--- src/tpw_consts.vh ---
// Purpose: Constants for the 16-bit timer PWM waveform block
// Assumes: One clock, synchronous high reset
// Notes:   Timing counts are in I/O clock cycles
`ifndef TPW_CONSTS_VH
`define TPW_CONSTS_VH
// ==========================================================
// Waveform mode codes
`define TPW_WM_PC8     4'h1
`define TPW_WM_PC9     4'h2
`define TPW_WM_PC10    4'h3
`define TPW_WM_FP8     4'h5
`define TPW_WM_FP9     4'h6
`define TPW_WM_FP10    4'h7
`define TPW_WM_PFC_ICR 4'h8
`define TPW_WM_PFC_OCA 4'h9
`define TPW_WM_PC_ICR  4'ha
`define TPW_WM_PC_OCA  4'hb
`define TPW_WM_FP_ICR  4'he
`define TPW_WM_FP_OCA  4'hf
// ==========================================================
// Fixed TOP values
`define TPW_TOP8       16'h00ff
`define TPW_TOP9       16'h01ff
`define TPW_TOP10      16'h03ff
`define TPW_TOP_MAX    16'hffff
// ==========================================================
// Output mode codes
`define TPW_OM_OFF     2'h0
`define TPW_OM_TOGGLE  2'h1
`define TPW_OM_NONINV  2'h2
`define TPW_OM_INV     2'h3
// ==========================================================
// Reset values
`define TPW_RST_COUNT  16'h0000
`define TPW_RST_CMP    16'h0000
`endif

--- src/tpw_prescale.v ---
// Purpose: Timer tick enable from I/O clock
// Assumes: Select 0 stops, 1..5 divide by 1,8,64,256,1024
// Notes:   Tick is a one-cycle pulse, high every cycle at divide by 1
`timescale 1ns/1ns
module tpw_prescale (
  input  wire       mclk,
  input  wire       srst,
  input  wire       ce,
  input  wire [2:0] clock_select,
  output reg        tick
);
  reg [9:0] div;
  reg       next_tick;
  // ========================================================
  // Divider tap select
  always @* begin
    case (clock_select)
      3'h1:    next_tick = 1'b1;
      3'h2:    next_tick = (div[2:0] == 3'h7);
      3'h3:    next_tick = (div[5:0] == 6'h3f);
      3'h4:    next_tick = (div[7:0] == 8'hff);
      3'h5:    next_tick = (div == 10'h3ff);
      default: next_tick = 1'b0;
    endcase
  end
  always @(posedge mclk) begin
    if (srst) begin
      div  <= 10'h000;
      tick <= 1'b0;
    end else if (ce) begin
      div  <= div + 10'h001;
      tick <= next_tick;
    end
  end
endmodule // tpw_prescale

--- src/tpw_channel.v ---
// Purpose: One compare channel with buffer and waveform output
// Assumes: Strobes from counter core, one cycle each
// Notes:   Output register holds level even when pin is off
`timescale 1ns/1ns
`include "tpw_consts.vh"
module tpw_channel (
  input  wire        mclk,
  input  wire        srst,
  input  wire        ce,
  input  wire        tick,
  input  wire [15:0] count_value,
  input  wire [15:0] top_value,
  input  wire        count_down,
  input  wire        at_top,
  input  wire        dual_slope,
  input  wire        toggle_ok,
  input  wire        load_now,
  input  wire [15:0] fixed_mask,
  input  wire        wr_en,
  input  wire [15:0] wr_data,
  input  wire [1:0]  output_mode,
  input  wire        pin_direction_out,
  output reg  [15:0] compare_active,
  output reg         match,
  output reg         wave,
  output reg         pin_out,
  output reg         pin_oe
);
  reg  [15:0] buffer;
  reg         next_wave;
  wire        hit = tick && (count_value == compare_active);
  wire        cap = (compare_active == top_value);
  // ========================================================
  // Waveform decision
  always @* begin
    next_wave = wave;
    if (tick) begin
      case (output_mode)
        `TPW_OM_TOGGLE: begin
          if (toggle_ok && hit)
            next_wave = ~wave;
        end
        `TPW_OM_NONINV, `TPW_OM_INV: begin
          if (dual_slope) begin
            if (hit)
              next_wave = (count_down || cap) ^ output_mode[0];
            if (compare_active == 16'h0000)
              next_wave = output_mode[0];
          end else begin
            if (hit && !cap)
              next_wave = output_mode[0];
            if (at_top)
              next_wave = ~output_mode[0];
            if (at_top && cap)
              next_wave = output_mode[0];
          end
        end
        default: next_wave = wave;
      endcase
    end
  end
  // ========================================================
  // Buffer, active compare and output register
  always @(posedge mclk) begin
    if (srst) begin
      buffer         <= `TPW_RST_CMP;
      compare_active <= `TPW_RST_CMP;
      match          <= 1'b0;
      wave           <= 1'b0;
      pin_out        <= 1'b0;
      pin_oe         <= 1'b0;
    end else if (ce) begin
      if (wr_en)
        buffer <= wr_data & fixed_mask;
      if (load_now)
        compare_active <= buffer;
      match   <= hit;
      wave    <= next_wave;
      pin_out <= next_wave;
      pin_oe  <= pin_direction_out && (output_mode != `TPW_OM_OFF)
                 && (output_mode != `TPW_OM_TOGGLE || toggle_ok);
    end
  end
endmodule // tpw_channel

--- src/tpw_top.v ---
// Purpose: 16-bit timer PWM waveform generator, two channels
// Assumes: Software keeps TOP in range and above compares
// Notes:   Flags are sticky, cleared by one-cycle clear pulses
`timescale 1ns/1ns
`include "tpw_consts.vh"
module tpw_top (
  input  wire        mclk,
  input  wire        srst,
  input  wire        ce,
  input  wire [3:0]  waveform_mode,
  input  wire [2:0]  clock_select,
  input  wire [1:0]  output_mode_a,
  input  wire [1:0]  output_mode_b,
  input  wire        pin_direction_out_a,
  input  wire        pin_direction_out_b,
  input  wire        write_a,
  input  wire        write_b,
  input  wire        write_capture,
  input  wire [15:0] write_data,
  input  wire        clear_overflow,
  input  wire        clear_match_a,
  input  wire        clear_match_b,
  input  wire        clear_capture,
  output reg  [15:0] count_value,
  output reg         count_down,
  output reg  [15:0] capture_value,
  output reg         overflow_flag,
  output reg         match_flag_a,
  output reg         match_flag_b,
  output reg         capture_flag,
  output wire [15:0] compare_value_a,
  output wire [15:0] compare_value_b,
  output wire        compare_out_a,
  output wire        compare_out_b,
  output wire        compare_oe_a,
  output wire        compare_oe_b
);
  wire        tick;
  wire        match_a;
  wire        match_b;
  wire        wave_a;
  wire        wave_b;
  reg  [15:0] top_value;
  reg  [15:0] fixed_mask;
  reg         dual_slope;
  reg         pfc_mode;
  reg         pwm_mode;
  reg         top_from_a;
  reg         top_from_cap;
  reg  [15:0] next_count;
  reg         next_down;
  wire        at_top  = tick && pwm_mode && (count_value == top_value);
  wire        at_zero = tick && dual_slope && (count_value == 16'h0000)
                        && count_down;
  wire        load_now = pfc_mode ? at_zero : at_top;
  wire        toggle_ok = top_from_a;
  // ========================================================
  // Mode decode
  always @* begin
    top_value    = `TPW_TOP_MAX;
    fixed_mask   = `TPW_TOP_MAX;
    dual_slope   = 1'b0;
    pfc_mode     = 1'b0;
    pwm_mode     = 1'b1;
    top_from_a   = 1'b0;
    top_from_cap = 1'b0;
    case (waveform_mode)
      `TPW_WM_FP8: begin
        top_value  = `TPW_TOP8;
        fixed_mask = `TPW_TOP8;
      end
      `TPW_WM_FP9: begin
        top_value  = `TPW_TOP9;
        fixed_mask = `TPW_TOP9;
      end
      `TPW_WM_FP10: begin
        top_value  = `TPW_TOP10;
        fixed_mask = `TPW_TOP10;
      end
      `TPW_WM_FP_ICR: begin
        top_value    = capture_value;
        top_from_cap = 1'b1;
      end
      `TPW_WM_FP_OCA: begin
        top_value  = compare_value_a;
        top_from_a = 1'b1;
      end
      `TPW_WM_PC8: begin
        top_value  = `TPW_TOP8;
        fixed_mask = `TPW_TOP8;
        dual_slope = 1'b1;
      end
      `TPW_WM_PC9: begin
        top_value  = `TPW_TOP9;
        fixed_mask = `TPW_TOP9;
        dual_slope = 1'b1;
      end
      `TPW_WM_PC10: begin
        top_value  = `TPW_TOP10;
        fixed_mask = `TPW_TOP10;
        dual_slope = 1'b1;
      end
      `TPW_WM_PC_ICR: begin
        top_value    = capture_value;
        top_from_cap = 1'b1;
        dual_slope   = 1'b1;
      end
      `TPW_WM_PC_OCA: begin
        top_value  = compare_value_a;
        top_from_a = 1'b1;
        dual_slope = 1'b1;
      end
      `TPW_WM_PFC_ICR: begin
        top_value    = capture_value;
        top_from_cap = 1'b1;
        dual_slope   = 1'b1;
        pfc_mode     = 1'b1;
      end
      `TPW_WM_PFC_OCA: begin
        top_value  = compare_value_a;
        top_from_a = 1'b1;
        dual_slope = 1'b1;
        pfc_mode   = 1'b1;
      end
      default: pwm_mode = 1'b0;
    endcase
  end
  // ========================================================
  // Counter sequence
  always @* begin
    next_count = count_value;
    next_down  = count_down;
    if (tick) begin
      if (!pwm_mode) begin
        next_count = count_value + 16'h0001;
        next_down  = 1'b0;
      end else if (!dual_slope) begin
        next_down = 1'b0;
        if (count_value == top_value)
          next_count = 16'h0000;
        else
          next_count = count_value + 16'h0001;
      end else if (count_value == top_value) begin
        next_down  = 1'b1;
        next_count = (top_value == 16'h0000) ? 16'h0000
                     : count_value - 16'h0001;
      end else if (count_down && count_value == 16'h0000) begin
        next_down  = 1'b0;
        next_count = 16'h0001;
      end else if (count_down) begin
        next_count = count_value - 16'h0001;
      end else begin
        next_count = count_value + 16'h0001;
      end
    end
  end
  always @(posedge mclk) begin
    if (srst) begin
      count_value   <= `TPW_RST_COUNT;
      count_down    <= 1'b0;
      capture_value <= `TPW_RST_CMP;
      overflow_flag <= 1'b0;
      match_flag_a  <= 1'b0;
      match_flag_b  <= 1'b0;
      capture_flag  <= 1'b0;
    end else if (ce) begin
      count_value <= next_count;
      count_down  <= next_down;
      if (write_capture)
        capture_value <= write_data;
      // Set wins over clear
      if (dual_slope ? at_zero : at_top)
        overflow_flag <= 1'b1;
      else if (clear_overflow)
        overflow_flag <= 1'b0;
      if (match_a || (at_top && top_from_a))
        match_flag_a <= 1'b1;
      else if (clear_match_a)
        match_flag_a <= 1'b0;
      if (match_b)
        match_flag_b <= 1'b1;
      else if (clear_match_b)
        match_flag_b <= 1'b0;
      if (at_top && top_from_cap)
        capture_flag <= 1'b1;
      else if (clear_capture)
        capture_flag <= 1'b0;
    end
  end
  // ========================================================
  // Submodules
  tpw_prescale u_prescale (
    .mclk         (mclk),
    .srst         (srst),
    .ce           (ce),
    .clock_select (clock_select),
    .tick         (tick)
  );
  tpw_channel u_chan_a (
    .mclk              (mclk),
    .srst              (srst),
    .ce                (ce),
    .tick              (tick),
    .count_value       (count_value),
    .top_value         (top_value),
    .count_down        (count_down),
    .at_top            (at_top),
    .dual_slope        (dual_slope),
    .toggle_ok         (toggle_ok),
    .load_now          (load_now),
    .fixed_mask        (fixed_mask),
    .wr_en             (write_a),
    .wr_data           (write_data),
    .output_mode       (output_mode_a),
    .pin_direction_out (pin_direction_out_a),
    .compare_active    (compare_value_a),
    .match             (match_a),
    .wave              (wave_a),
    .pin_out           (compare_out_a),
    .pin_oe            (compare_oe_a)
  );
  tpw_channel u_chan_b (
    .mclk              (mclk),
    .srst              (srst),
    .ce                (ce),
    .tick              (tick),
    .count_value       (count_value),
    .top_value         (top_value),
    .count_down        (count_down),
    .at_top            (at_top),
    .dual_slope        (dual_slope),
    .toggle_ok         (1'b0),
    .load_now          (load_now),
    .fixed_mask        (fixed_mask),
    .wr_en             (write_b),
    .wr_data           (write_data),
    .output_mode       (output_mode_b),
    .pin_direction_out (pin_direction_out_b),
    .compare_active    (compare_value_b),
    .match             (match_b),
    .wave              (wave_b),
    .pin_out           (compare_out_b),
    .pin_oe            (compare_oe_b)
  );
endmodule // tpw_top

--- config.mk ---
export PLATFORM = sky130hd
export DESIGN_NAME = tpw_top
export DESIGN_NICKNAME = d
export VERILOG_FILES = /design/src/tpw_prescale.v /design/src/tpw_channel.v /design/src/tpw_top.v
export VERILOG_INCLUDE_DIRS = /design/src
export SDC_FILE = /design/constraint.sdc
export NUM_CORES = 1
export LEC_CHECK = 0
export BUFFER_PORTS_ARGS = -buffer_cell sky130_fd_sc_hd__buf_2
export CAP_MARGIN = 0
export CELL_PAD_IN_SITES_DETAIL_PLACEMENT = 2
export CELL_PAD_IN_SITES_GLOBAL_PLACEMENT = 2
export CORE_ASPECT_RATIO = 1.25
export CORE_MARGIN = 3
export CORE_UTILIZATION = 30
export CTS_CLUSTER_DIAMETER = 60
export DETAILED_ROUTE_END_ITERATION = 6
export PLACE_DENSITY_LB_ADDON = 0.1
export REMOVE_ABC_BUFFERS = 1
export SLEW_MARGIN = 10
export SYNTH_ARGS = -nofsm -noshare
export SYNTH_HDL_FRONTEND = slang
export SYNTH_SLANG_ARGS = --single-unit
--- constraint.sdc ---
create_clock -name mclk -period 4.45 [get_ports mclk]
set_input_delay 1.335 -clock mclk [delete_from_list [all_inputs] [get_ports mclk]]
set_output_delay 1.335 -clock mclk [all_outputs]
set_load 0.05 [all_outputs]
After elaboration in Yosys (flattened, before gate mapping)
Index checks and enable logic that the tools add are counted.

Bits in registers: 118. Output and inout bits: 73. Memories kept: 0. Bits in read-only memories: 0. RAM bits: 0. Latch bits: 0.

Multiplexer cells: 43. Div/mod/pow operators: 0. Bitwise operators: 6. Equality and inequality tests: 38. $mul: 0. Reductions and logical operators: 59. $add $sub $neg: 3. Magnitude comparators: 0. Shift-type cells: 0.

Operator list (number): 16-bit 2-to-1 mux (7); 16-bit equality test (5); 16-bit case mux with 5 select lines (1); 16-bit logical NOT (4); 16-bit case mux with 3 select lines (1); 1-bit 2-to-1 mux (32); 4-bit equality test (second input constant) (6); 1-bit logical AND (19); 2-bit AND reduction (9); 16-bit by 1-bit adder with 16-bit output (second input constant) (1); 16-bit AND (1); 16-bit by 1-bit subtractor with 16-bit output (second input constant) (1); 2-bit nonzero test (7); 4-bit by 3-bit equality test with 1-bit output (second input constant) (3); 12-bit OR reduction (1); 2-bit OR reduction (6); 10-bit by 1-bit adder with 10-bit output (second input constant) (1); 10-bit equality test (second input constant) (1); 3-bit equality test (second input constant) (3); 2-bit equality test (second input constant) (4); 4-bit by 2-bit equality test with 1-bit output (second input constant) (2); 8-bit equality test (second input constant) (1); 4-bit by 2-bit inequality test with 1-bit output (second input constant) (2); 7-bit OR reduction (1); 19 further kinds (30).

Depth between registers and ports, before layout
Word-level depth: 11. Gate-level depth with buffers: 14. Depth with buffers taken out: 12.

Cells and area by module
A second synthesis with hierarchy kept.

Cell total of the unflattened synthesis: 971. Area, all modules: 7309.5 µm².

Modules (own cells, without submodules): tpw_channel (instances 2, cells each 227, area an instance 1795.5 µm²); tpw_top (instances 1, cells each 458, area an instance 3173.0 µm²); tpw_prescale (instances 1, cells each 59, area an instance 545.5 µm²).

Worst setup path after synthesis
Ideal clock, no wire load.

Path kind: input -> register. Start point: in waveform_mode[0]. End point: reg count_value[11]. Path slack: 0.201 ns. Library setup time: 0.119 ns. Data arrival time: 4.131 ns. Stages: 14. Cell sequence: buf_6 -> or2_1 -> a21oi_1 -> buf_6 -> a21oi_2 -> xnor2_1 -> or4_1 -> or2_0 -> clkbuf_1 -> a31o_2 -> and2_1 -> buf_6 -> a211o_1 -> o221a_1.

Longest elaborated chain between the ends: 8. Elaborated cells on any way between the ends: 29. Those cells by class: eq/ne: 13; mux: 8; reduce/logical: 8.

Ends and longest elaborated chain: from (decl) (line tpw_top.v:10) `input wire [3:0] waveform_mode,`; 4-bit equality test (tied with other cells) (line tpw_top.v:67) `case (waveform_mode)`; 3-bit OR reduction (no source line) or 2-bit OR reduction (tied branches); 16-bit case mux with 5 select lines (line tpw_top.v:67); 16-bit logical NOT (line tpw_top.v:145) `next_count = (top_value == 16'h0000) ? 16'h0000`; 16-bit 2-to-1 mux (line tpw_top.v:145); 16-bit 2-to-1 mux (line tpw_top.v:143) `end else if (count_value == top_value) begin`; 16-bit 2-to-1 mux (line tpw_top.v:137) `end else if (!dual_slope) begin`; 16-bit 2-to-1 mux (*) (line tpw_top.v:134) `if (!pwm_mode) begin`; to (signal assigned) (line tpw_top.v:159) `` count_value <= `TPW_RST_COUNT; ``; to (signal assigned) (line tpw_top.v:167) `count_value <= next_count;`; to (decl) (line tpw_top.v:24) `output reg [15:0] count_value,`.

Every way passes the cells marked *; elsewhere a longest branch is shown, timed or not. A chain may end at the register's enable or synchronous reset.

Worst setup path in the final report
Start point: in waveform_mode[0]. End point: reg count_value[3].

Same word-level chain as after synthesis.

==> impl_metrics.json <==
{
  "wl_met1_microns": 13730,
  "seq_area_frac_synth_pct": 32.60,
  "slew_headroom_pct": 37.87,
  "fp.dieW_microns": 145.0,
  "cts_buffers": 17,
  "rows": 62,
  "top_layer_used": "met4",
  "avgViaCountPerCell": 5.515,
  "period_share_pct": 91.95,
  "area_growth_pct": 26.16,
  "arrival_ps": 4420,
  "grt_max_degree": 80,
  "fin_nets": 1140,
  "die_h_microns": 179.8,
  "dpl.cell_count": 1398,
  "cts.sinks": 118,
  "ys_async_sr_fraction_pct": 0,
  "status": "completed",
  "cts_tree": "yes",
  "n_antenna_cell": 0,
  "core_area_sq_mm": 0.02335,
  "ant_nets": 0,
  "first_pass_iters": 5,
  "netlist_area_sq_mm": 0.007246,
  "critPathKind": "input pin to flip-flop",
  "wl_met3_microns": 951,
  "layout_min_cycle_time_ps": 4092,
  "track_usage_pct": 24.85,
  "worstPathMaxFanout": 8,
  "skew_ps": 16.52,
  "wl_microns": 32910,
  "p_comb_share_pct": 12.3,
  "portBuffers": 111,
  "min_path_type": "flip-flop to flip-flop",
  "synth_seq_cells": 118,
  "path_clk_slew_ps": 60,
  "vdd_drop_max_mv": 0.2591,
  "htreeDepth": 4,
  "yosysWarnings": 0,
  "layout_commonest_cell": "nand2_1",
  "synth_edf_count": 0,
  "cts-root-buf": "clkbuf_16",
  "layout_common_cells": "nand2_1, dfxtp_1, buf_2",
  "rsz0062_at_grt": "no",
  "finalMaxSlewViolations": 0,
  "clk_path_buf_depth": 2,
  "synth_cell_types": 79,
  "grt_pass1_wl_microns": 50830,
  "crit_required_ps": 4780,
  "hold_buffers": 0,
  "overflow": 0,
  "syn_inst": 960,
  "p_leak_nw": 3.825,
  "route.detailed.wl_per_inst_microns": 23.02,
  "setup_viol": 0,
  "avgSynthCellArea_sq_um": 7.548,
  "drt_iter0_markers": 348,
  "worst_pin_slew_ps": 931.9,
  "layout-drive-gt1-share_pct": 22.16,
  "die_area_sq_mm": 0.02607,
  "switching_share_pct": 29.31,
  "seqPwrFrac_pct": 37.8,
  "yosys_most_used_dff": "dfxtp_1",
  "final_util_pct": 39.15,
  "dr_total_vias": 7886,
  "io-pin-count": 112,
  "p_sw_uw": 854.3,
  "clk_latency_ps": 440,
  "drc": 0,
  "antenna_found_initial": 0,
  "grt_pass1_vias": 8468,
  "wl_met2_microns": 17240,
  "final_cells": 1430,
  "post_cts_buffers": 0,
  "maxCapViolations": 0,
  "startpoint_type": "input pin",
  "initial_utilization_pct": 31.03,
  "hold_violations": 0,
  "place_congestion": 0.9099,
  "power_density_mw_per_mm2": 318.9,
  "fmax_mhz": 244.4,
  "power.internal_mw": 2.061,
  "worstSetupEndpointType": "flip-flop",
  "p_clk_share_pct": 49.8,
  "place.detailed.hpwl_microns": 24560,
  "ctsResizeCount": 0
}
-- layer usage --
metal | vias to the layer above | global-route usage, %
met4 | 0 | 9.278
met1 | 4007 | 29.00
met5 | - | 0
met3 | 54 | 3.602
li1 | 3681 | -
met2 | 144 | 45.90
-- critical path, stage by stage --
cell and delay (ps):
buf_2 130, or2_1 250, a21oi_1 540, nor2_1 180, xnor2_1 170, or4b_4 540, or2_0 240, buf_4 160
or4_1 520, a21oi_1 160, a221oi_1 60, o32ai_1 130
-- power by group through the flow --
stage	sequential [mW]	clock (mW)	combinational, mW
6_report	1.10	1.45	0.360
5_1_grt	1.11	1.53	0.394
4_1_cts	1.10	1.49	0.365
3_5_place_dp	1.13	0	0.360
3_3_place_gp	1.12	0	0.354
2_1_floorplan	1.15	0	0.144
-- cells by family (layout without fill, tap and decap cells) --
kind of cell	count (synthesis)	in the layout	share of synthesized area (%)
xor gates and xnor gates	72	72	8.703
buffers and inverters	100	250	5.854
and+or+nand+nor	410	410	27.63
DFF	118	118	32.60
AOI/OAI and AO/OA	209	209	17.91
muxes	47	47	6.614
adders and majority gates	4	4	0.6908
-- flip-flops by register name, indices dropped and copies added (netlist names) --
signal / count
count_down: 1
u_chan_b.match: 1
u_prescale.tick: 1
overflow_flag: 1
u_chan_a.pin_oe: 1
u_chan_b.wave: 1
match_flag_a: 1
match_flag_b: 1
u_chan_a.match: 1
u_prescale.div: 10
u_chan_a.compare_active: 16
u_chan_a.buffer: 16
u_chan_a.wave: 1
u_chan_b.buffer: 16
capture_value: 16
capture_flag: 1
u_chan_b.pin_oe: 1
count_value: 16
u_chan_b.compare_active: 16
-- stage by stage --
step	hold WS [ps]	area [sq um]	setup WS, ps	TNS, ps	total power, mW
finish	452.8	9141	358.3	0	2.915
detailed placement	450.4	8541	-78.07	-289.1	1.486
global route	476.0	9141	4.204	0	3.033
floorplan	429.6	6900	-1138	-38170	1.295
CTS	460.2	9141	353.3	0	2.954
global placement	441.8	8541	-63.03	-147.1	1.479
-- final timing paths --
kind / start / endpoint / slack [ps] / cells past startpoint
max: waveform_mode[0] / count_value[3]$_SDFFE_PP0P_ / 360 / 12
min: overflow_flag$_SDFFE_PP0P_ / overflow_flag$_SDFFE_PP0P_ / 450 / 2
max reg2reg: count_value[0]$_SDFFE_PP0P_ / u_chan_a.compare_active[4]$_SDFFE_PP0P_ / 800 / 12
min reg2reg: overflow_flag$_SDFFE_PP0P_ / overflow_flag$_SDFFE_PP0P_ / 450 / 2
-- synthesized netlist by cell type, types with 3 or more instances --
cell       count  area, sq um
buf_1          8        30.03
inv_1         19        71.32
nand3_1       41        205.2
o221a_2        3        33.78
o32ai_1        3        26.28
clkbuf_1      58        217.7
nor3_1        12        60.06
o211ai_1       6        45.04
nand2b_1      13        81.33
a22oi_1        5        37.54
o221ai_1       3        26.28
a221oi_1       4        35.03
a21oi_1       89        445.4
and2_1         6        37.54
o21ai_0       41        205.2
nor4_1        20        125.1
o21a_1         4        30.03
buf_2          5        25.02
nor2_1        78        292.8
a21o_1         6        45.04
nand4_1       27        168.9
xnor2_1       57        499.2
nor3b_1        4        30.03
nand2_1      145        544.3
a31oi_1       11        68.82
or3_1         16        100.1
and3_1        14        87.58
nor2b_1        5        31.28
ha_1           4        50.05
or2_2          3        18.77
buf_4          3        22.52
or4_1          8        60.06
mux2i_1       43        430.4
buf_6          4        45.04
xor2_1        15        131.4
and4_1         5        43.79
dfxtp_1      118         2362
o2111ai_1      4        35.03
-- final cells by class --
cell class / count / area (sq um)
fill: 2743 / 14210
multi-input combinational: 742 / 4471
sequential: 118 / 2362
timing repair buffer: 197 / 1229
clock buffer: 18 / 439.2
tap: 320 / 400.4
clock inverter: 14 / 161.4
inverter: 21 / 78.83
No activity file was read; power rests on OpenSTA's default activity.
